File: src/logic/ssc_pkg.sv
// Purpose: shared constants and types for the supply switch control block
// Assumes: 200 MHz system clock
// Notes:   register offsets are byte addresses on a 32-bit Avalon-MM slave
package ssc_pkg;

   // -----------------------------------------------------------------
   // timing
   // -----------------------------------------------------------------
   localparam int CLK_MHZ           = 200;
   localparam int RESET_TIME_US     = 1000;                 // reset pulse, 1 ms
   localparam int RESET_CYCLES      = RESET_TIME_US * CLK_MHZ;
   localparam int CYC_PERIOD_MS     = 32;                   // shortest sense period
   localparam int CYC_PERIOD_CYCLES = CYC_PERIOD_MS * 1000 * CLK_MHZ;
   localparam int CYC_ON_US         = 1000;                 // enable window
   localparam int CYC_ON_CYCLES     = CYC_ON_US * CLK_MHZ;
   localparam int CNT_W             = 32;

   // -----------------------------------------------------------------
   // register map
   // -----------------------------------------------------------------
   localparam logic [4:0] OFS_CTRL    = 5'h00;
   localparam logic [4:0] OFS_MASK    = 5'h04;
   localparam logic [4:0] OFS_RST_SRC = 5'h08;
   localparam logic [4:0] OFS_OTEMP   = 5'h0C;
   localparam logic [4:0] OFS_SUPPLY  = 5'h10;
   localparam logic [4:0] OFS_STATE   = 5'h14;

   // control fields
   localparam int CTRL_MODE_LSB    = 0;   // two bits
   localparam int CTRL_BAT_NORM    = 2;
   localparam int CTRL_BAT_STBY    = 3;
   localparam int CTRL_BAT_CYC     = 4;
   localparam int CTRL_PER_RESTART = 5;   // write one, reads zero
   localparam logic [1:0] MODE_NORMAL  = 2'h0;
   localparam logic [1:0] MODE_STANDBY = 2'h1;
   localparam logic [1:0] MODE_SLEEP   = 2'h2;
   localparam logic [1:0] MODE_EMERG   = 2'h3;

   // sticky flag positions, shared by flag and mask vectors
   localparam int FLG_MCU_UV   = 0;
   localparam int FLG_MCU_WARN = 1;
   localparam int FLG_MCU_SHUT = 2;
   localparam int FLG_PER_WARN = 3;
   localparam int FLG_PER_SHUT = 4;
   localparam int FLG_PER_UV   = 5;
   localparam int FLG_BAT_OT   = 6;
   localparam int NFLAGS       = 7;
   localparam logic [NFLAGS-1:0] MASK_RESET = 7'h00;
   localparam logic [3:0]        CFG_RESET  = 4'h0;

   typedef enum logic [4:0] {
      M_START   = 5'h01,
      M_NORMAL  = 5'h02,
      M_STANDBY = 5'h04,
      M_SLEEP   = 5'h08,
      M_EMERG   = 5'h10
   } ssc_mode_t;

   // analog comparator outputs, all active high
   typedef struct packed {
      logic bat_present;
      logic bat_ot;
      logic per_ot_shut;
      logic per_ot_warn;
      logic per_uv;
      logic mcu_ot_shut;
      logic mcu_ot_warn;
      logic mcu_uv;
   } ssc_cmp_t;

endpackage

File: src/logic/ssc_cyclic.sv
// Purpose: cyclic sense timer, enable window at the start of each period
// Assumes: run is synchronous to clock
// Notes:   period restarts from zero whenever run rises
`timescale 1ns/1ps
module ssc_cyclic #(
   parameter int PERIOD = ssc_pkg::CYC_PERIOD_CYCLES,
   parameter int ON     = ssc_pkg::CYC_ON_CYCLES
) (
   // clock and reset
   input  wire logic clock,
   input  wire logic rst,
   // control and phase
   input  wire logic run,
   output logic      on_phase
);

   localparam logic [ssc_pkg::CNT_W-1:0] LAST = ssc_pkg::CNT_W'(PERIOD - 1);
   localparam logic [ssc_pkg::CNT_W-1:0] WIN  = ssc_pkg::CNT_W'(ON);

   logic [ssc_pkg::CNT_W-1:0] cnt;

   // -----------------------------------------------------------------
   // period counter
   // -----------------------------------------------------------------
   always_ff @(posedge clock or posedge rst) begin
      if (rst) begin
         cnt <= '0;
      end else if (!run || cnt == LAST) begin
         cnt <= '0;
      end else begin
         cnt <= cnt + 1'b1;
      end
   end

   // window flag; a window longer than the period keeps the switch on
   always_ff @(posedge clock or posedge rst) begin
      if (rst) begin
         on_phase <= 1'b0;
      end else begin
         on_phase <= run && (cnt < WIN);
      end
   end

endmodule

File: src/logic/ssc_sync.sv
// Purpose: two-flop synchroniser for a vector of unrelated levels
// Assumes: each bit is an independent slow level
// Notes:   first stage is read only by the second stage
`timescale 1ns/1ps
module ssc_sync #(
   parameter int W = 8
) (
   // clock and reset
   input  wire logic         clock,
   input  wire logic         rst,
   // levels
   input  wire logic [W-1:0] d,
   output logic      [W-1:0] q
);

   // -----------------------------------------------------------------
   // per-bit double flop
   // -----------------------------------------------------------------
   genvar i;
   generate
      for (i = 0; i < W; i++) begin : g_bit
         logic meta;
         logic stage2;
         // bits are not coherent with each other, which is fine for levels
         always_ff @(posedge clock or posedge rst) begin
            if (rst) begin
               meta   <= 1'b0;
               stage2 <= 1'b0;
            end else begin
               meta   <= d[i];
               stage2 <= meta;
            end
         end
         // one driver per bit keeps the output a single-source vector
         assign q[i] = stage2;
      end
   endgenerate

endmodule

File: src/logic/ssc_top.sv
// Purpose: on/off control of the mcu and peripheral regulators and battery switch
// Assumes: comparator inputs are asynchronous levels; Avalon-MM master on clock
// Notes:   status flags clear on read of their register; mode is software set, except the return to startup on mcu undervoltage
//
// Design decisions made here: the Avalon-MM slave port and the placing of the registers.
`timescale 1ns/1ps
// Functional notes
// - undervoltage drives mcu reset low 1 ms
// - undervoltage reset sets reset source flag
// - mcu pre-warning sets flag, maskable interrupt
// - mcu shut-off sets flag, interrupt, regulator off
// - mcu regulator returns once below pre-warning
// - mcu regulator on: startup, normal, standby, reset
// - mcu off: sleep, emergency, overtemp, no battery
// - peripheral on only in normal, not overheated
// - peripheral undervoltage sets supply status flag
// - peripheral pre-warning sets flag, maskable interrupt
// - peripheral shut-off sets flag, regulator off
// - peripheral restarts only by host command
// - peripheral off outside normal or mcu off
// - switch overtemp sets flag, off, auto restore
// - switch on by config normal, standby, sense
// - switch off by config, sense disable time
// - switch off: startup, mcu fault, peripheral shutoff
module ssc_top #(
   parameter int RESET_CYCLES = ssc_pkg::RESET_CYCLES,
   parameter int CYC_PERIOD   = ssc_pkg::CYC_PERIOD_CYCLES,
   parameter int CYC_ON       = ssc_pkg::CYC_ON_CYCLES
) (
   // clock and reset
   input  wire logic        clock,
   input  wire logic        rst,
   // avalon-mm slave
   input  wire logic [4:0]  address,
   input  wire logic        read,
   input  wire logic        write,
   input  wire logic [3:0]  byteenable,
   input  wire logic [31:0] writedata,
   output logic      [31:0] readdata,
   output logic             waitrequest,
   // analog comparators
   input  wire ssc_pkg::ssc_cmp_t cmp,
   // supply enables and mcu lines
   output logic             mcu_regulator_en,
   output logic             peripheral_regulator_en,
   output logic             battery_switch_en,
   output logic             mcu_reset_out_low,
   output logic             irq
);
   localparam logic [ssc_pkg::CNT_W-1:0] RST_LOAD = ssc_pkg::CNT_W'(RESET_CYCLES);
   ssc_pkg::ssc_cmp_t         cmp_s;
   ssc_pkg::ssc_mode_t        mode;
   logic [3:0]                cfg;
   logic [ssc_pkg::NFLAGS-1:0] flags;
   logic [ssc_pkg::NFLAGS-1:0] mask;
   logic [ssc_pkg::NFLAGS-1:0] set_v;
   logic [ssc_pkg::NFLAGS-1:0] clr_v;
   logic [ssc_pkg::CNT_W-1:0] rst_cnt;
   logic [31:0]               next_readdata;
   logic                      mcu_ot_off;
   logic                      per_ot_off;
   logic                      in_reset;
   logic                      cyc_on;
   logic                      acc;
   logic                      wr_ctrl;
   logic                      per_restart;
   logic                      mcu_fault;
   logic                      next_mcu_en;
   logic                      next_per_en;
   logic                      next_bat_en;

   // -----------------------------------------------------------------
   // input synchronisation and cyclic sense timer
   // -----------------------------------------------------------------
   ssc_sync #(
      .W ($bits(ssc_pkg::ssc_cmp_t))
   ) u_sync (
      .clock (clock),
      .rst   (rst),
      .d     (cmp),
      .q     (cmp_s)
   );

   ssc_cyclic #(
      .PERIOD (CYC_PERIOD),
      .ON     (CYC_ON)
   ) u_cyc (
      .clock    (clock),
      .rst      (rst),
      .run      (mode == ssc_pkg::M_SLEEP && cfg[ssc_pkg::CTRL_BAT_CYC - ssc_pkg::CTRL_BAT_NORM]),
      .on_phase (cyc_on)
   );

   // -----------------------------------------------------------------
   // avalon-mm handshake
   // -----------------------------------------------------------------
   // one wait cycle gives read data a full cycle to settle
   assign acc         = (read || write) && !waitrequest;
   assign wr_ctrl     = acc && write && address == ssc_pkg::OFS_CTRL && byteenable[0];
   assign per_restart = wr_ctrl && writedata[ssc_pkg::CTRL_PER_RESTART];

   always_ff @(posedge clock or posedge rst) begin
      if (rst) begin
         waitrequest <= 1'b1;
      end else begin
         waitrequest <= !((read || write) && waitrequest);
      end
   end

   // read mux; unmapped addresses read zero
   always_comb begin
      next_readdata = 32'h0000_0000;
      unique case (address)
         ssc_pkg::OFS_CTRL:    next_readdata[4:0] = {cfg[2:0], mode_code(mode)};
         ssc_pkg::OFS_MASK:    next_readdata[6:0] = mask;
         ssc_pkg::OFS_RST_SRC: next_readdata[0]   = flags[ssc_pkg::FLG_MCU_UV];
         ssc_pkg::OFS_OTEMP:   next_readdata[3:0] = flags[4:1];
         ssc_pkg::OFS_SUPPLY:  next_readdata[1:0] = flags[6:5];
         ssc_pkg::OFS_STATE:   next_readdata[10:0] = {per_ot_off, mcu_ot_off, in_reset,
                                  battery_switch_en, peripheral_regulator_en,
                                  mcu_regulator_en, mode};
         default:              next_readdata = 32'h0000_0000;
      endcase
   end

   // snapshot taken in the wait cycle, stands through the accept edge
   always_ff @(posedge clock or posedge rst) begin
      if (rst) begin
         readdata <= 32'h0000_0000;
      end else if (read && waitrequest) begin
         readdata <= next_readdata;
      end
   end

   function automatic logic [1:0] mode_code(input ssc_pkg::ssc_mode_t m);
      unique case (m)
         ssc_pkg::M_STANDBY: mode_code = ssc_pkg::MODE_STANDBY;
         ssc_pkg::M_SLEEP:   mode_code = ssc_pkg::MODE_SLEEP;
         ssc_pkg::M_EMERG:   mode_code = ssc_pkg::MODE_EMERG;
         default:            mode_code = ssc_pkg::MODE_NORMAL;
      endcase
   endfunction

   // -----------------------------------------------------------------
   // configuration registers
   // -----------------------------------------------------------------
   // undervoltage reset drops back to startup pending, like a power-on
   always_ff @(posedge clock or posedge rst) begin
      if (rst) begin
         mode <= ssc_pkg::M_START;
      end else if (cmp_s.mcu_uv) begin
         mode <= ssc_pkg::M_START;
      end else if (wr_ctrl) begin
         unique case (writedata[ssc_pkg::CTRL_MODE_LSB +: 2])
            ssc_pkg::MODE_NORMAL:  mode <= ssc_pkg::M_NORMAL;
            ssc_pkg::MODE_STANDBY: mode <= ssc_pkg::M_STANDBY;
            ssc_pkg::MODE_SLEEP:   mode <= ssc_pkg::M_SLEEP;
            ssc_pkg::MODE_EMERG:   mode <= ssc_pkg::M_EMERG;
         endcase
      end
   end

   always_ff @(posedge clock or posedge rst) begin
      if (rst) begin
         cfg <= ssc_pkg::CFG_RESET;
      end else if (wr_ctrl) begin
         cfg <= {1'b0, writedata[ssc_pkg::CTRL_BAT_CYC:ssc_pkg::CTRL_BAT_NORM]};
      end
   end

   always_ff @(posedge clock or posedge rst) begin
      if (rst) begin
         mask <= ssc_pkg::MASK_RESET;
      end else if (acc && write && address == ssc_pkg::OFS_MASK && byteenable[0]) begin
         mask <= writedata[ssc_pkg::NFLAGS-1:0];
      end
   end

   // -----------------------------------------------------------------
   // mcu reset pulse
   // -----------------------------------------------------------------
   // held while undervoltage lasts, then counted out after release
   always_ff @(posedge clock or posedge rst) begin
      if (rst) begin
         rst_cnt <= RST_LOAD;
      end else if (cmp_s.mcu_uv) begin
         rst_cnt <= RST_LOAD;
      end else if (rst_cnt != '0) begin
         rst_cnt <= rst_cnt - 1'b1;
      end
   end
   assign in_reset = rst_cnt != '0;
   always_ff @(posedge clock or posedge rst) begin
      if (rst) begin
         mcu_reset_out_low <= 1'b0;
      end else begin
         mcu_reset_out_low <= !in_reset && !cmp_s.mcu_uv;
      end
   end

   // -----------------------------------------------------------------
   // thermal latches
   // -----------------------------------------------------------------
   // mcu side restores itself once below the pre-warning level
   always_ff @(posedge clock or posedge rst) begin
      if (rst) begin
         mcu_ot_off <= 1'b0;
      end else if (cmp_s.mcu_ot_shut) begin
         mcu_ot_off <= 1'b1;
      end else if (!cmp_s.mcu_ot_warn) begin
         mcu_ot_off <= 1'b0;
      end
   end

   // peripheral side never restarts by itself; shut-off beats restart
   always_ff @(posedge clock or posedge rst) begin
      if (rst) begin
         per_ot_off <= 1'b0;
      end else if (cmp_s.per_ot_shut) begin
         per_ot_off <= 1'b1;
      end else if (per_restart) begin
         per_ot_off <= 1'b0;
      end
   end

   // -----------------------------------------------------------------
   // supply enables
   // -----------------------------------------------------------------
   // sleep is a commanded off, not a fault, so the switch may still sense
   assign mcu_fault = mcu_ot_off || !cmp_s.bat_present;
   always_comb begin
      next_mcu_en = !mcu_fault && (in_reset || mode == ssc_pkg::M_START ||
                    mode == ssc_pkg::M_NORMAL || mode == ssc_pkg::M_STANDBY);
      next_per_en = next_mcu_en && mode == ssc_pkg::M_NORMAL && !in_reset &&
                    !per_ot_off && !cmp_s.per_ot_shut;
      next_bat_en = !mcu_fault && !per_ot_off && !cmp_s.bat_ot &&
                    ((mode == ssc_pkg::M_NORMAL && cfg[0]) ||
                     (mode == ssc_pkg::M_STANDBY && cfg[1]) ||
                     (mode == ssc_pkg::M_SLEEP && cfg[2] && cyc_on));
   end

   always_ff @(posedge clock or posedge rst) begin
      if (rst) begin
         mcu_regulator_en        <= 1'b0;
         peripheral_regulator_en <= 1'b0;
         battery_switch_en       <= 1'b0;
      end else begin
         mcu_regulator_en        <= next_mcu_en;
         peripheral_regulator_en <= next_per_en;
         battery_switch_en       <= next_bat_en;
      end
   end

   // -----------------------------------------------------------------
   // sticky flags and interrupt
   // -----------------------------------------------------------------
   assign set_v = {cmp_s.bat_ot, cmp_s.per_uv, cmp_s.per_ot_shut, cmp_s.per_ot_warn,
                   cmp_s.mcu_ot_shut, cmp_s.mcu_ot_warn, cmp_s.mcu_uv};
   // only the bits the host actually saw are cleared, so nothing is lost
   always_comb begin
      clr_v = '0;
      if (acc && read) begin
         unique case (address)
            ssc_pkg::OFS_RST_SRC: clr_v[0]   = readdata[0];
            ssc_pkg::OFS_OTEMP:   clr_v[4:1] = readdata[3:0];
            ssc_pkg::OFS_SUPPLY:  clr_v[6:5] = readdata[1:0];
            default:              clr_v      = '0;
         endcase
      end
   end

   always_ff @(posedge clock or posedge rst) begin
      if (rst) begin
         flags <= '0;
      end else begin
         flags <= (flags & ~clr_v) | set_v;
      end
   end

   always_ff @(posedge clock or posedge rst) begin
      if (rst) begin
         irq <= 1'b0;
      end else begin
         irq <= |(flags & mask);
      end
   end
endmodule

File: config.mk
export PLATFORM = sky130hd
export DESIGN_NAME = ssc_top
export DESIGN_NICKNAME = d
export VERILOG_FILES = /design/src/logic/ssc_pkg.sv /design/src/logic/ssc_cyclic.sv /design/src/logic/ssc_sync.sv /design/src/logic/ssc_top.sv
export SDC_FILE = /design/constraint.sdc
export NUM_CORES = 1
export LEC_CHECK = 0
export ABC_AREA = 1
export BUFFER_PORTS_ARGS = -buffer_cell sky130_fd_sc_hd__buf_2
export CAP_MARGIN = 15
export CORE_AREA = 3 3 117 108
export CTS_BUF_LIST = sky130_fd_sc_hd__clkbuf_8 sky130_fd_sc_hd__clkbuf_16
export DETAILED_ROUTE_END_ITERATION = 10
export DIE_AREA = 0 0 120 111
export PLACE_DENSITY = 0.79
export SYNTH_ARGS = -nofsm -noshare
export SYNTH_HDL_FRONTEND = slang
export SYNTH_SLANG_ARGS = --single-unit
File: constraint.sdc
create_clock -name clock -period 4.25 [get_ports clock]
set_clock_uncertainty 0.05 [all_clocks]
set_input_delay 0.2125 -clock clock [delete_from_list [all_inputs] [get_ports clock]]
set_output_delay 0.2125 -clock clock [all_outputs]
set_load 0.1 [all_outputs]
==> impl_metrics.yaml <==
timing:
  slew_headroom_pct: 33.1
  setup_slack_ps: 2090
  slew_violations: 0
  min_period_ps: 2160
  timing.final.crit_share_pct: 50.8
  setup_viol: 0
  whs_ps: 17.0
  max_freq_mhz: 463
  rsz0062_at_grt: "false"
  final_hold_viol_count: 0
  worstMarginPinSlew_ps: 1000
  setup_tns_ps: 0
clocking:
  cts_max_level: 4
  cts_tree: "done"
  cts-buffers-inserted: 17
  path_clk_slew_ps: 60
  cts-resized-gates: 0
  clk_latency_ps: 420
  cts-root-buf: "clkbuf_16"
  cts_buffer_depth: 2
  clock-sinks: 122
placed_design:
  gp_congestion: 0.948
  io_buffers: 41
  dpl.hpwl_um: 11600
  pre_cts_ws_ps: 2090
die:
  io_pins: 91
  fp.dieW_um: 120
  fp.dieArea_um2: 13300
  start_util_pct: 57.8
  die_y_um: 111
  core_area_um2: 11400
  std_cell_rows: 37
worst_setup_path:
  start_kind: "flip-flop"
  reg2reg_slack_ps: 2090
  cp_slowest_cell: "o21ai_4"
  endpoint_kind: "flip-flop"
  crit_required_ps: 4470
  crit_chain: "ha_1 -> nand2_1 -> nor2_2 -> nand2_2 -> inv_2 -> nand2_2 -> o21ai_4 -> nor3_1"
  max_stage_delay_ps: 600
  crit_fanout: 26
  cp.arrival_ps: 2370
  worst_path_most_repeated_cell: "nand2_2"
  crit_type: "reg -> reg"
synth:
  yosys.area_share.simple_pct: 35.9
  synth_xor_area_share_pct: 2.39
  synth_seq_cells: 122
  synth_fa_ha_area_share_pct: 0.568
  yosys_warnings: 0
  synth-async-reset-ratio_pct: 100
  synth-edff-count: 0
  synth_cells: 897
  synthMuxAreaShare_pct: 0.170
  syn_avg_cell_area_um2: 7.37
  synth_top_flop_cell: "dfrtp_1"
  ys_seq_area_share_pct: 46.3
  synth_compound_area_share_pct: 5.15
  synth.distinct_cells: 36
  synth_top_family_by_area: "simple AND/OR/NAND/NOR gates"
  syn_area_um2: 6610
final_layout:
  mostFrequentLayoutCell: "nand2_1"
  antennaDiodeCount: 0
  syn_to_final_growth_pct: 14.8
  final_nets: 1017
  drive_gt1_share_pct: 11.5
  most-common-layout-cells: "225 x nand2_1, 170 x nor2_1, 114 x dfrtp_1, 107 x inv_1, 79 x nand3_1"
  fin_util_pct: 66.4
  num-fill-cells: 999
global_routing:
  grt_antenna_before_repair: 2
  grt_max_degree: 52
  grt_pass1_vias: 5743
  overflow: 0
  grt_first_pass_wirelength_um: 27700
  track_usage_pct: 25.9
routing:
  vias_per_cell: 5.27
  final_antenna_net_count: 0
  drc: 0
  drtIter0Drc: 506
  wl_um: 16300
  dr.pass1.iters: 5
  wl_per_cell_um: 14.4
  vias: 5956
power:
  power_density_nw_per_um2: 393
  p_leak_nw: 3.63
  ir_drop_uv: 300
  p_total_mw: 2.98
min_path:
  hold_path.class: "in -> reg"
run:
  cap_violations: 0
outcome:
  status: "finished clean"
registers in the layout (all words and copies together), names as in the netlist:
name / flops
mask: 7
per_ot_off: 1
mode: 5
mcu_ot_off: 1
battery_switch_en: 1
u_sync.g_bit.meta: 8
irq: 1
readdata: 11
peripheral_regulator_en: 1
mcu_regulator_en: 1
waitrequest: 1
u_cyc.cnt: 32
cfg: 3
mcu_reset_out_low: 1
rst_cnt: 32
u_cyc.on_phase: 1
flags: 7
u_sync.g_bit.stage2: 8
stage by stage:
stage	instances	area, um2
finish	1130	7590
global placement	1085	6890
CTS	1130	7590
detailed placement	1085	6890
floorplan	917	6690
global route	1130	7590
path summary, 6_finish.rpt:
check	from	cells after the start	to
max in group asynchronous	rst	4	per_ot_off
worst max register to register	u_cyc.cnt[0]	8	u_cyc.cnt[18]
worst max-delay path	u_cyc.cnt[0]	8	u_cyc.cnt[18]
worst min register to register	u_sync.g_bit[5].meta	0	u_sync.g_bit[5].stage2
min in group asynchronous	rst	3	u_cyc.cnt[5]
worst min-delay path	writedata[3]	3	cfg[1]
area by class of cell:
class	count	area (um2)	area share, %
inverters	109	412	5.42
flip-flops and latches	122	3060	40.4
clock inverters	15	149	1.96
repair buffers	56	350	4.62
clock buffers	17	425	5.61
multi-input cells	655	3000	39.5
well taps	156	195	2.57
critical path: cells and delay by family (launching register included):
family,cells,cell delay (ps)
AOI/OAI and AO/OA,1,600
adders and majority gates,1,260
buffers and inverters,1,90
DFF,1,370
and+or+nand+nor,5,640
cells in the mapped netlist, types with 2 or more instances:
master,n,area [um2]
a21oi_1,8,40.0
and3_1,2,12.5
buf_4,21,158
buf_6,3,33.8
clkbuf_1,7,26.3
dfrtp_1,114,2850
dfstp_2,8,210
ha_1,3,37.5
inv_1,108,405
nand2_1,225,845
nand2_2,4,25.0
nand3_1,79,395
nand3b_1,4,30.0
nand4_1,21,131
nor2_1,170,638
nor2_2,15,93.8
nor3_1,24,120
o21ai_0,39,195
o21bai_1,6,45.0
o22ai_1,3,18.8
or2_2,2,12.5
xnor2_1,3,26.3
xor2_1,15,131
layer usage:
layer	GRT usage [%]	vias to the layer above	wire length (um)
met5	0	-	21
met4	7.10	4	298
met3	6.68	35	1080
met2	40.3	200	7560
met1	36.1	2792	7360
li1	-	2925	-
power by group:
part	internal (mW)	leakage, nW	switching [mW]
sequential	1.21	1.58	0.0347
combinational	0.0712	1.77	0.284
clock	0.779	0.278	0.609
total	2.06	3.63	0.928
logic make-up after synthesis:
group	after synthesis
muxes	1
DFF	122
adders and majority gates	3
other	1
xor gates and xnor gates	18
and+or+nand+nor	552
buffers and inverters	140
AOI/OAI and AO/OA	60
what timing repair did:
action / 4_1_cts / 5_1_grt
setup buffers: 0 / 0
hold endpoints to repair: 52 / 0
hold buffers: 13 / 0
(Power assumes the default switching activity.)
